## src/logic/trim_cfg.svh

```systemverilog
`ifndef TRIM_CFG_SVH
`define TRIM_CFG_SVH

// Register addresses of the user offset trim bank.
`define TRIM_ADDR_GYRO_X_LOW       8'h77
`define TRIM_ADDR_GYRO_XY_HIGH     8'h78
`define TRIM_ADDR_GYRO_Y_LOW       8'h79
`define TRIM_ADDR_GYRO_Z_LOW       8'h7A
`define TRIM_ADDR_GYRO_Z_ACCX_HIGH 8'h7B
`define TRIM_ADDR_ACCEL_X_LOW      8'h7C
`define TRIM_ADDR_ACCEL_Y_LOW      8'h7D
`define TRIM_ADDR_ACCEL_YZ_HIGH    8'h7E
`define TRIM_ADDR_ACCEL_Z_LOW      8'h7F

// Number of byte registers in the bank, first to last address.
`define TRIM_REG_COUNT             9

// Every trim register clears to this value.
`define TRIM_RESET_VALUE           8'h00

// Value returned for an address outside the bank.
`define TRIM_UNMAPPED_VALUE        8'h00

// Field positions: a low byte, a low nibble and a high nibble.
`define TRIM_LOW_MSB               7
`define TRIM_LOW_LSB               0
`define TRIM_NIB_LO_MSB            3
`define TRIM_NIB_LO_LSB            0
`define TRIM_NIB_HI_MSB            7
`define TRIM_NIB_HI_LSB            4

// Width of one assembled trim value and of one axis sample.
`define TRIM_WIDTH                 12
`define TRIM_AXIS_WIDTH            16
`define TRIM_AXIS_COUNT            6

// Axis order inside an axis vector.
`define TRIM_AXIS_GYRO_X           0
`define TRIM_AXIS_GYRO_Y           1
`define TRIM_AXIS_GYRO_Z           2
`define TRIM_AXIS_ACCEL_X          3
`define TRIM_AXIS_ACCEL_Y          4
`define TRIM_AXIS_ACCEL_Z          5

// Trim resolution: gyro 1/32 dps, accel 0.5 mg per LSB, in micro units.
`define TRIM_GYRO_LSB_UDPS         31250
`define TRIM_ACCEL_LSB_UG          500

`endif

```

## src/logic/trim_pkg.sv

```systemverilog
`include "trim_cfg.svh"

package trim_pkg;

   // One register access from the serial host interface.
   typedef struct packed {
      logic                   wrStrobe;
      logic                   rdStrobe;
      logic [7:0]             addr;
      logic [7:0]             wrData;
   } regReq_t;

   // Six axis samples, gyro X/Y/Z then accel X/Y/Z.
   typedef logic [`TRIM_AXIS_COUNT-1:0][`TRIM_AXIS_WIDTH-1:0] axisVec_t;

   // Six assembled trim values in the same order.
   typedef logic [`TRIM_AXIS_COUNT-1:0][`TRIM_WIDTH-1:0] trimVec_t;

   // State of the register bank.
   typedef struct packed {
      logic [`TRIM_REG_COUNT-1:0][7:0] bank;
      logic [7:0]                      rdData;
      logic                            rdValid;
   } bankState_t;

   // State of one trim adder.
   typedef struct packed {
      logic [`TRIM_AXIS_WIDTH-1:0] sum;
      logic                        valid;
   } adderState_t;

endpackage : trim_pkg

```

## src/logic/motion_sensor_user_offset_trim.sv

```systemverilog
`timescale 1ns/1ns
`include "trim_cfg.svh"

// Functional notes
// - Gyro Z trim low byte at 0x7A.
// - Gyro Z trim high nibble, 0x7B bits 3:0.
// - Gyro trim is 1/32 dps per LSB.
// - Accel X trim high nibble, 0x7B bits 7:4.
// - Accel X trim low byte at 0x7C.
// - Accel Y trim low byte at 0x7D.
// - Accel Y trim high nibble, 0x7E bits 3:0.
// - Accel Z trim high nibble, 0x7E bits 7:4.
// - Accel Z trim low byte at 0x7F.
// - Accel trim is 0.5 mg per LSB.
// - All trims read/write, cleared to zero on reset.
// - Gyro X trim: low 0x77, nibble 0x78[3:0].
// - Gyro Y trim: nibble 0x78[7:4], low 0x79.

// User offset trim bank with per-axis correction of the sensor samples.
module motion_sensor_user_offset_trim
   import trim_pkg::*;
#(
   parameter int GYRO_SHIFT  = 0,
   parameter int ACCEL_SHIFT = 0
) (
   input  wire logic     clock,
   input  wire logic     rstn,
   input  wire regReq_t  regReq,
   output      logic [7:0] regRdData,
   output      logic       regRdValid,
   input  wire axisVec_t rawAxes,
   input  wire logic     rawValid,
   output      axisVec_t trimmedAxes,
   output      logic     trimmedValid
);

   bankState_t                 state_reg;    // Register bank and read port state.
   bankState_t                 state_next;   // Next value of the state.
   logic [7:0]                 offset;       // Address relative to the bank base.
   logic                       inBank;       // Address falls inside the bank.
   trimVec_t                   trims;        // Assembled 12-bit trims per axis.
   logic [`TRIM_AXIS_COUNT-1:0] adderValid;  // Output strobes of the adders.

   // Decodes the host access: writes land in the bank, reads return one cycle later.
   always_comb begin
      state_next = state_reg;
      offset     = regReq.addr - `TRIM_ADDR_GYRO_X_LOW;
      inBank     = (regReq.addr >= `TRIM_ADDR_GYRO_X_LOW) && (regReq.addr <= `TRIM_ADDR_ACCEL_Z_LOW);
      state_next.rdValid = regReq.rdStrobe;
      if (regReq.wrStrobe && inBank) begin
         // All nine bytes are plain read/write storage.
         state_next.bank[offset[3:0]] = regReq.wrData;
      end
      if (regReq.rdStrobe) begin
         if (inBank) begin
            state_next.rdData = state_reg.bank[offset[3:0]];
         end else begin
            // Addresses outside the bank read as zero.
            state_next.rdData = `TRIM_UNMAPPED_VALUE;
         end
      end
   end

   // Registers the bank; reset clears every trim byte.
   always_ff @(posedge clock or negedge rstn) begin
      if (!rstn) begin
         state_reg.bank    <= {`TRIM_REG_COUNT{`TRIM_RESET_VALUE}};
         state_reg.rdData  <= `TRIM_RESET_VALUE;
         state_reg.rdValid <= 1'b0;
      end else begin
         state_reg <= state_next;
      end
   end

   // Assembles each 12-bit trim from its low byte and its shared high nibble.
   always_comb begin
      trims = '0;
      trims[`TRIM_AXIS_GYRO_X] = {
         state_reg.bank[`TRIM_ADDR_GYRO_XY_HIGH - `TRIM_ADDR_GYRO_X_LOW][`TRIM_NIB_LO_MSB:`TRIM_NIB_LO_LSB],
         state_reg.bank[`TRIM_ADDR_GYRO_X_LOW - `TRIM_ADDR_GYRO_X_LOW][`TRIM_LOW_MSB:`TRIM_LOW_LSB]};
      trims[`TRIM_AXIS_GYRO_Y] = {
         state_reg.bank[`TRIM_ADDR_GYRO_XY_HIGH - `TRIM_ADDR_GYRO_X_LOW][`TRIM_NIB_HI_MSB:`TRIM_NIB_HI_LSB],
         state_reg.bank[`TRIM_ADDR_GYRO_Y_LOW - `TRIM_ADDR_GYRO_X_LOW][`TRIM_LOW_MSB:`TRIM_LOW_LSB]};
      trims[`TRIM_AXIS_GYRO_Z] = {
         state_reg.bank[`TRIM_ADDR_GYRO_Z_ACCX_HIGH - `TRIM_ADDR_GYRO_X_LOW][`TRIM_NIB_LO_MSB:`TRIM_NIB_LO_LSB],
         state_reg.bank[`TRIM_ADDR_GYRO_Z_LOW - `TRIM_ADDR_GYRO_X_LOW][`TRIM_LOW_MSB:`TRIM_LOW_LSB]};
      trims[`TRIM_AXIS_ACCEL_X] = {
         state_reg.bank[`TRIM_ADDR_GYRO_Z_ACCX_HIGH - `TRIM_ADDR_GYRO_X_LOW][`TRIM_NIB_HI_MSB:`TRIM_NIB_HI_LSB],
         state_reg.bank[`TRIM_ADDR_ACCEL_X_LOW - `TRIM_ADDR_GYRO_X_LOW][`TRIM_LOW_MSB:`TRIM_LOW_LSB]};
      trims[`TRIM_AXIS_ACCEL_Y] = {
         state_reg.bank[`TRIM_ADDR_ACCEL_YZ_HIGH - `TRIM_ADDR_GYRO_X_LOW][`TRIM_NIB_LO_MSB:`TRIM_NIB_LO_LSB],
         state_reg.bank[`TRIM_ADDR_ACCEL_Y_LOW - `TRIM_ADDR_GYRO_X_LOW][`TRIM_LOW_MSB:`TRIM_LOW_LSB]};
      trims[`TRIM_AXIS_ACCEL_Z] = {
         state_reg.bank[`TRIM_ADDR_ACCEL_YZ_HIGH - `TRIM_ADDR_GYRO_X_LOW][`TRIM_NIB_HI_MSB:`TRIM_NIB_HI_LSB],
         state_reg.bank[`TRIM_ADDR_ACCEL_Z_LOW - `TRIM_ADDR_GYRO_X_LOW][`TRIM_LOW_MSB:`TRIM_LOW_LSB]};
   end

   // One adder per axis; gyro and accel differ only in how the trim LSB maps to the sample LSB.
   for (genvar i = 0; i < `TRIM_AXIS_COUNT; i++) begin : g_axis
      trim_adder #(
         .SHIFT    ((i < `TRIM_AXIS_ACCEL_X) ? GYRO_SHIFT : ACCEL_SHIFT)
      ) u_adder (
         .clock    (clock),
         .rstn     (rstn),
         .rawIn    (rawAxes[i]),
         .trimIn   (trims[i]),
         .validIn  (rawValid),
         .sumOut   (trimmedAxes[i]),
         .validOut (adderValid[i])
      );
   end

   assign trimmedValid = adderValid[0];
   assign regRdData    = state_reg.rdData;
   assign regRdValid   = state_reg.rdValid;

endmodule : motion_sensor_user_offset_trim

```

## src/logic/trim_adder.sv

```systemverilog
`timescale 1ns/1ns
`include "trim_cfg.svh"

// Adds one signed trim value to one axis sample, with saturation.
module trim_adder
   import trim_pkg::*;
#(
   parameter int SHIFT = 0
) (
   input  wire logic                        clock,
   input  wire logic                        rstn,
   input  wire logic [`TRIM_AXIS_WIDTH-1:0] rawIn,
   input  wire logic [`TRIM_WIDTH-1:0]      trimIn,
   input  wire logic                        validIn,
   output      logic [`TRIM_AXIS_WIDTH-1:0] sumOut,
   output      logic                        validOut
);

   localparam int EW = `TRIM_AXIS_WIDTH + 2;  // Sum width with headroom.

   adderState_t             state_reg;        // Registered sum and strobe.
   adderState_t             state_next;       // Next value of the state.
   logic signed [EW-1:0]    extRaw;           // Sign-extended sample.
   logic signed [EW-1:0]    extTrim;          // Sign-extended, scaled trim.
   logic signed [EW-1:0]    wide;             // Unsaturated sum.
   logic signed [EW-1:0]    maxVal;           // Largest sample value.
   logic signed [EW-1:0]    minVal;           // Smallest sample value.

   // The trim is two's complement; the sum clips so a large trim cannot wrap the sample.
   always_comb begin
      state_next = state_reg;
      extRaw     = EW'($signed(rawIn));
      extTrim    = EW'($signed(trimIn)) <<< SHIFT;
      wide       = extRaw + extTrim;
      maxVal     = EW'($signed({1'b0, {(`TRIM_AXIS_WIDTH-1){1'b1}}}));
      minVal     = EW'($signed({1'b1, {(`TRIM_AXIS_WIDTH-1){1'b0}}}));
      state_next.valid = validIn;
      if (validIn) begin
         if (wide > maxVal) begin
            state_next.sum = maxVal[`TRIM_AXIS_WIDTH-1:0];
         end else if (wide < minVal) begin
            state_next.sum = minVal[`TRIM_AXIS_WIDTH-1:0];
         end else begin
            state_next.sum = wide[`TRIM_AXIS_WIDTH-1:0];
         end
      end
   end

   // Registers the adder state.
   always_ff @(posedge clock or negedge rstn) begin
      if (!rstn) begin
         state_reg <= '0;
      end else begin
         state_reg <= state_next;
      end
   end

   assign sumOut   = state_reg.sum;
   assign validOut = state_reg.valid;

endmodule : trim_adder

```

## config.mk

```make
export PLATFORM = sky130hd
export DESIGN_NAME = motion_sensor_user_offset_trim
export DESIGN_NICKNAME = d
export VERILOG_FILES = /design/src/logic/trim_pkg.sv /design/src/logic/motion_sensor_user_offset_trim.sv /design/src/logic/trim_adder.sv
export VERILOG_INCLUDE_DIRS = /design/src /design/src/logic
export SDC_FILE = /design/constraint.sdc
export NUM_CORES = 1
export LEC_CHECK = 0
export BUFFER_PORTS_ARGS = -buffer_cell sky130_fd_sc_hd__buf_2
export CORE_ASPECT_RATIO = 2
export CORE_MARGIN = 2
export CORE_UTILIZATION = 40
export CTS_CLUSTER_SIZE = 10
export DETAILED_ROUTE_END_ITERATION = 7
export GPL_TIMING_DRIVEN = 0
export PLACE_DENSITY = 0.6
export SYNTH_ARGS = -nofsm -noshare
export SYNTH_HDL_FRONTEND = slang
export SYNTH_SLANG_ARGS = --single-unit
```

## constraint.sdc

```tcl
create_clock -name clock -period 3.8 [get_ports clock]
set_input_delay 0.19 -clock clock [delete_from_list [all_inputs] [get_ports clock]]
set_output_delay 0.19 -clock clock [all_outputs]
set_load 0.02 [all_outputs]
```

==> qor_table.md <==
| Quantity | Value |
| --- | --- |
| Total Routing Usage GR | 25.31% |
| Library cells used by synthesis | 69 |
| Number of H-tree branching levels | 4 |
| Number of global-route vias before repair | 12,160 |
| Final global-route overflow total | 0 |
| Cell row count | 93 |
| Chain of cells forming the critical path | ha_1 -> inv_1 -> fa_1 -> nor2b_1 -> o31a_1 -> a211oi_1 -> o31ai_2 -> a21o_1 -> clkbuf_1 -> nand2_1 -> a311oi_1 -> a21o_1 |
| Clk_lat worst skew | 0.46 ns |
| Leading cell types by total area after synthesis | sky130_fd_sc_hd__dfrtp_1 (34%), sky130_fd_sc_hd__ha_1 (9.8%), sky130_fd_sc_hd__mux2_2 (6.4%) |
| Area fraction of the dominant cell type after synthesis | 34.44% |
| CP Launch Point | state_reg[57]$_DFFE_PN0P_ |
| Clock root cell | sky130_fd_sc_hd__clkbuf_16 |
| Count of synthesis-stage warnings from yosys | 0 |
| CTS sink cnt | 178 |
| Worst Clk Skew | 0.009410 ns |
| Synth top cells by count | sky130_fd_sc_hd__dfrtp_1 (178), sky130_fd_sc_hd__nor2_1 (133), sky130_fd_sc_hd__nand2_1 (122), sky130_fd_sc_hd__a21oi_1 (106), sky130_fd_sc_hd__ha_1 (101) |
| Utilization of the core after routing | 47.77% |
| Port-buffer cells | 221 |
| RSZ-0062 raised after global routing | false |
| CORE AREA | 32,000 sq um |
| Number of failing setup endpoints in the final timing report | 0 |
| Area enclosed by the die boundary | 33,870 sq um |
| Synth-to-layout area growth | 18.20% |
| Total Wirelength | 42,980 um |
| Die Span X | 131.1 um |
| Largest net degree at the start of global routing | 96 |
| Vias per inst | 5.717 |
| DR iter-0 viols | 574 |
| Required time at the endpoint of the critical path | 4.20 ns |
| HPWL after detailed placement | 34,180 um |
| Max-slew headroom at the worst pin | 20.29% |
| Switch share | 33.47% |
| Hold violation count in the final report | 0 |
| Count of pins over their slew limit | 0 |
| Cell repeated most along the worst path | sky130_fd_sc_hd__a21o_1 |
| Vias | 11,971 |
| Starting density of the core | 40.41% |
| Global-route wire length before repair | 66,840 um |
| Clock-pin slew of the registers on the worst-case setup and hold paths | 0.07 ns |
| Worst vdd rail ir drop | 0.2964 mV |
| Detailed-route DRC error count | 0 |
| Number of fill cells | 3,149 |
| Post-route minimum period | 3.549 ns |
| Seq cells post-synth | 178 |
| Post-route clock period utilization | 93.38% |
| Worst-case clock buffer depth | 2 |
| Detailed-router iteration count before antenna repair | 5 |
| Clock group share of total power | 34.6% |
| Achievable frequency | 281.8 MHz |
| Launch point of the worst hold path | rawAxes[32] |
| Combinational group share of total power | 26.1% |
| Leak Pwr | 7.337 nW |
| Startpoint of the lowest-slack register-to-register path | state_reg[57]$_DFFE_PN0P_ |
| Async SR Flop Fraction | 100.0% |
| Total clock buffers created by CTS | 17 |
| Synth area leader | sky130_fd_sc_hd__dfrtp_1 |
| Total nets after synthesis | 1,631 |
| Endpoint class of the critical path | flip-flop |
| Number of nets with antenna violations after routing | 0 |
| Slowest cell on crit path | sky130_fd_sc_hd__o31ai_2 |
| Crit path DAT | 3.95 ns |
| Run status | finished clean |
| CTS tree | built |
| Area of the mapped netlist | 12,930 sq um |
| Y dimension of the die | 258.3 um |
| Flip-flop count of the largest register after layout | 96 |
| Net Sw Power | 1.841 mW |
| Maximum cell stage delay along the critical path | 0.55 ns |
| Routed WL per cell | 20.52 um |
| Share of power burned in registers | 39.3% |
| Avg Synthesized Cell Area | 9.191 sq um |
| Share of synthesized area occupied by flip-flops and latches | 34.44% |
| Design internal power | 3.659 mW |
| IO Pins | 223 |
| Initial antenna violation count | 7 |
| Number of synthesized flops with an enable pin | 0 |
| Share of final-layout standard cells stronger than drive strength 1 | 22.49% |
| Design area | 15,290 sq um |
| Type of the setup path with the least slack | reg -> reg |
| Most used flip-flop cell after synthesis | sky130_fd_sc_hd__dfrtp_1 |
| Critical Path Start Type | flip-flop |
| Worst slew pin tran | 1.186 ns |
| Synthesized netlist cell count | 1,407 |
| Max-cap violations | 0 |
| Total power per unit cell area | 359.8 nW/um^2 |
| Fin nets | 1,874 |
| Peak fanout along the critical path | 10 |
| Cell with the most instances after synthesis | sky130_fd_sc_hd__dfrtp_1 |
| Final GP Congestion | 0.9034 |
| Worst min-delay path category | in -> reg |
| Worst Hold Slack | 0.1405 ns |
| Area after DPL | 14,610 sq um |
==> per-stage QoR <==
| stage | power, mW | std cells | setup TNS [ns] | worst slack (ns) |
|---|---|---|---|---|
| after floorplan | 3.096 | 1407 | 0 | 0.8777 |
| after global placement | 3.602 | 2055 | -81.88 | -0.4905 |
| after detailed placement | 3.624 | 2056 | 0 | 0.005145 |
| after CTS | 5.541 | 2090 | 0 | 0.07125 |
| after global routing | 5.765 | 2093 | 0 | 0.03690 |
| final | 5.501 | 2094 | 0 | 0.2514 |
==> worst max-delay path: cells and delay by family (launching register included) <==
kind                       cells  cell delay, ns
AOI/OAI and AO/OA              6            1.82
buffers and inverters          2            0.41
adders and majority gates      2            0.60
and+or+nand+nor                2            0.28
DFF                            1            0.38
==> per-layer routing <==
metal	vias to the layer above	track usage [%]	wire length, um
met3	104	3.932	1774
met2	338	48.63	23260
met1	5807	26.47	15790
met4	6	12.71	2118
met5	-	0	34
li1	5716	-	-
==> logic make-up (layout without fill, tap and decap cells) <==
family | count (synthesis) | count (layout) | share of synthesized area (%)
multiplexers | 96 | 96 | 9.685
other | 0 | 4 | 0
AO/OA/AOI/OAI | 460 | 460 | 23.66
flip-flops | 178 | 178 | 34.44
adder cells (fa/ha/maj) | 113 | 113 | 11.18
buffers and inverters | 117 | 373 | 3.473
XOR/XNOR | 63 | 63 | 4.267
AND/OR/NAND/NOR | 380 | 380 | 13.29
==> cells in the final DEF (no fill, tap or decap), types with 17 or more instances in the layout <==
master and count:
sky130_fd_sc_hd__a211oi_1 22, sky130_fd_sc_hd__a21o_1 42, sky130_fd_sc_hd__a21oi_1 106, sky130_fd_sc_hd__buf_2 222, sky130_fd_sc_hd__clkbuf_1 47, sky130_fd_sc_hd__clkbuf_16 17
sky130_fd_sc_hd__dfrtp_1 178, sky130_fd_sc_hd__ha_1 101, sky130_fd_sc_hd__inv_1 59, sky130_fd_sc_hd__mux2_2 73, sky130_fd_sc_hd__nand2_1 122, sky130_fd_sc_hd__nand3_1 22
sky130_fd_sc_hd__nor2_1 133, sky130_fd_sc_hd__nor3_1 19, sky130_fd_sc_hd__o211ai_1 28, sky130_fd_sc_hd__o21ai_0 90, sky130_fd_sc_hd__o221ai_1 26, sky130_fd_sc_hd__o22ai_1 17
sky130_fd_sc_hd__xnor2_1 49
==> power groups by stage <==
stage          Sequential, mW  Combinational (mW)  Clock, mW
6_report                 2.16                1.43       1.91
5_1_grt                  2.18                1.58       2.01
4_1_cts                  2.16                1.44       1.94
3_5_place_dp             2.20                1.43          0
3_3_place_gp             2.20                1.40          0
2_1_floorplan            2.32               0.774          0
==> path summary, 6_finish.rpt <==
kind	endpoint	slack [ns]	cells after the start
worst min-delay path	g_axis[2].u_adder.sumOut[0]$_DFFE_PN0P_	0.14	4
worst max register to register	g_axis[4].u_adder.sumOut[2]$_DFFE_PN0P_	0.25	12
max in group asynchronous	g_axis[5].u_adder.sumOut[4]$_DFFE_PN0P_	2.55	3
worst min register to register	g_axis[4].u_adder.sumOut[2]$_DFFE_PN0P_	0.48	1
min in group asynchronous	g_axis[2].u_adder.sumOut[0]$_DFFE_PN0P_	0.36	2
worst max-delay path	g_axis[4].u_adder.sumOut[2]$_DFFE_PN0P_	0.25	12
==> layout make-up <==
type / count / area (sq um) / share of cell area (%)
Sequential cell: 178 / 4454 / 29.14
Tap cell: 427 / 534.3 / 3.495
Inverter: 59 / 221.5 / 1.449
Multi-Input combinational cell: 1112 / 8048 / 52.65
Clock buffer: 19 / 442.9 / 2.898
Buffer: 57 / 226.5 / 1.482
Antenna cell: 4 / 10.01 / 0.06548
Clock inverter: 13 / 175.2 / 1.146
Timing Repair Buffer: 225 / 1174 / 7.678
==> repair_timing <==
item | CTS | global route
setup endpoints to repair | 5 | 27
gates resized for setup | 0 | 9
endpoints found under the hold margin | 96 | 0
buffers inserted | 0 | 0
hold buffers | 3 | 0
Note: power is estimated with default switching activity, not from simulation.
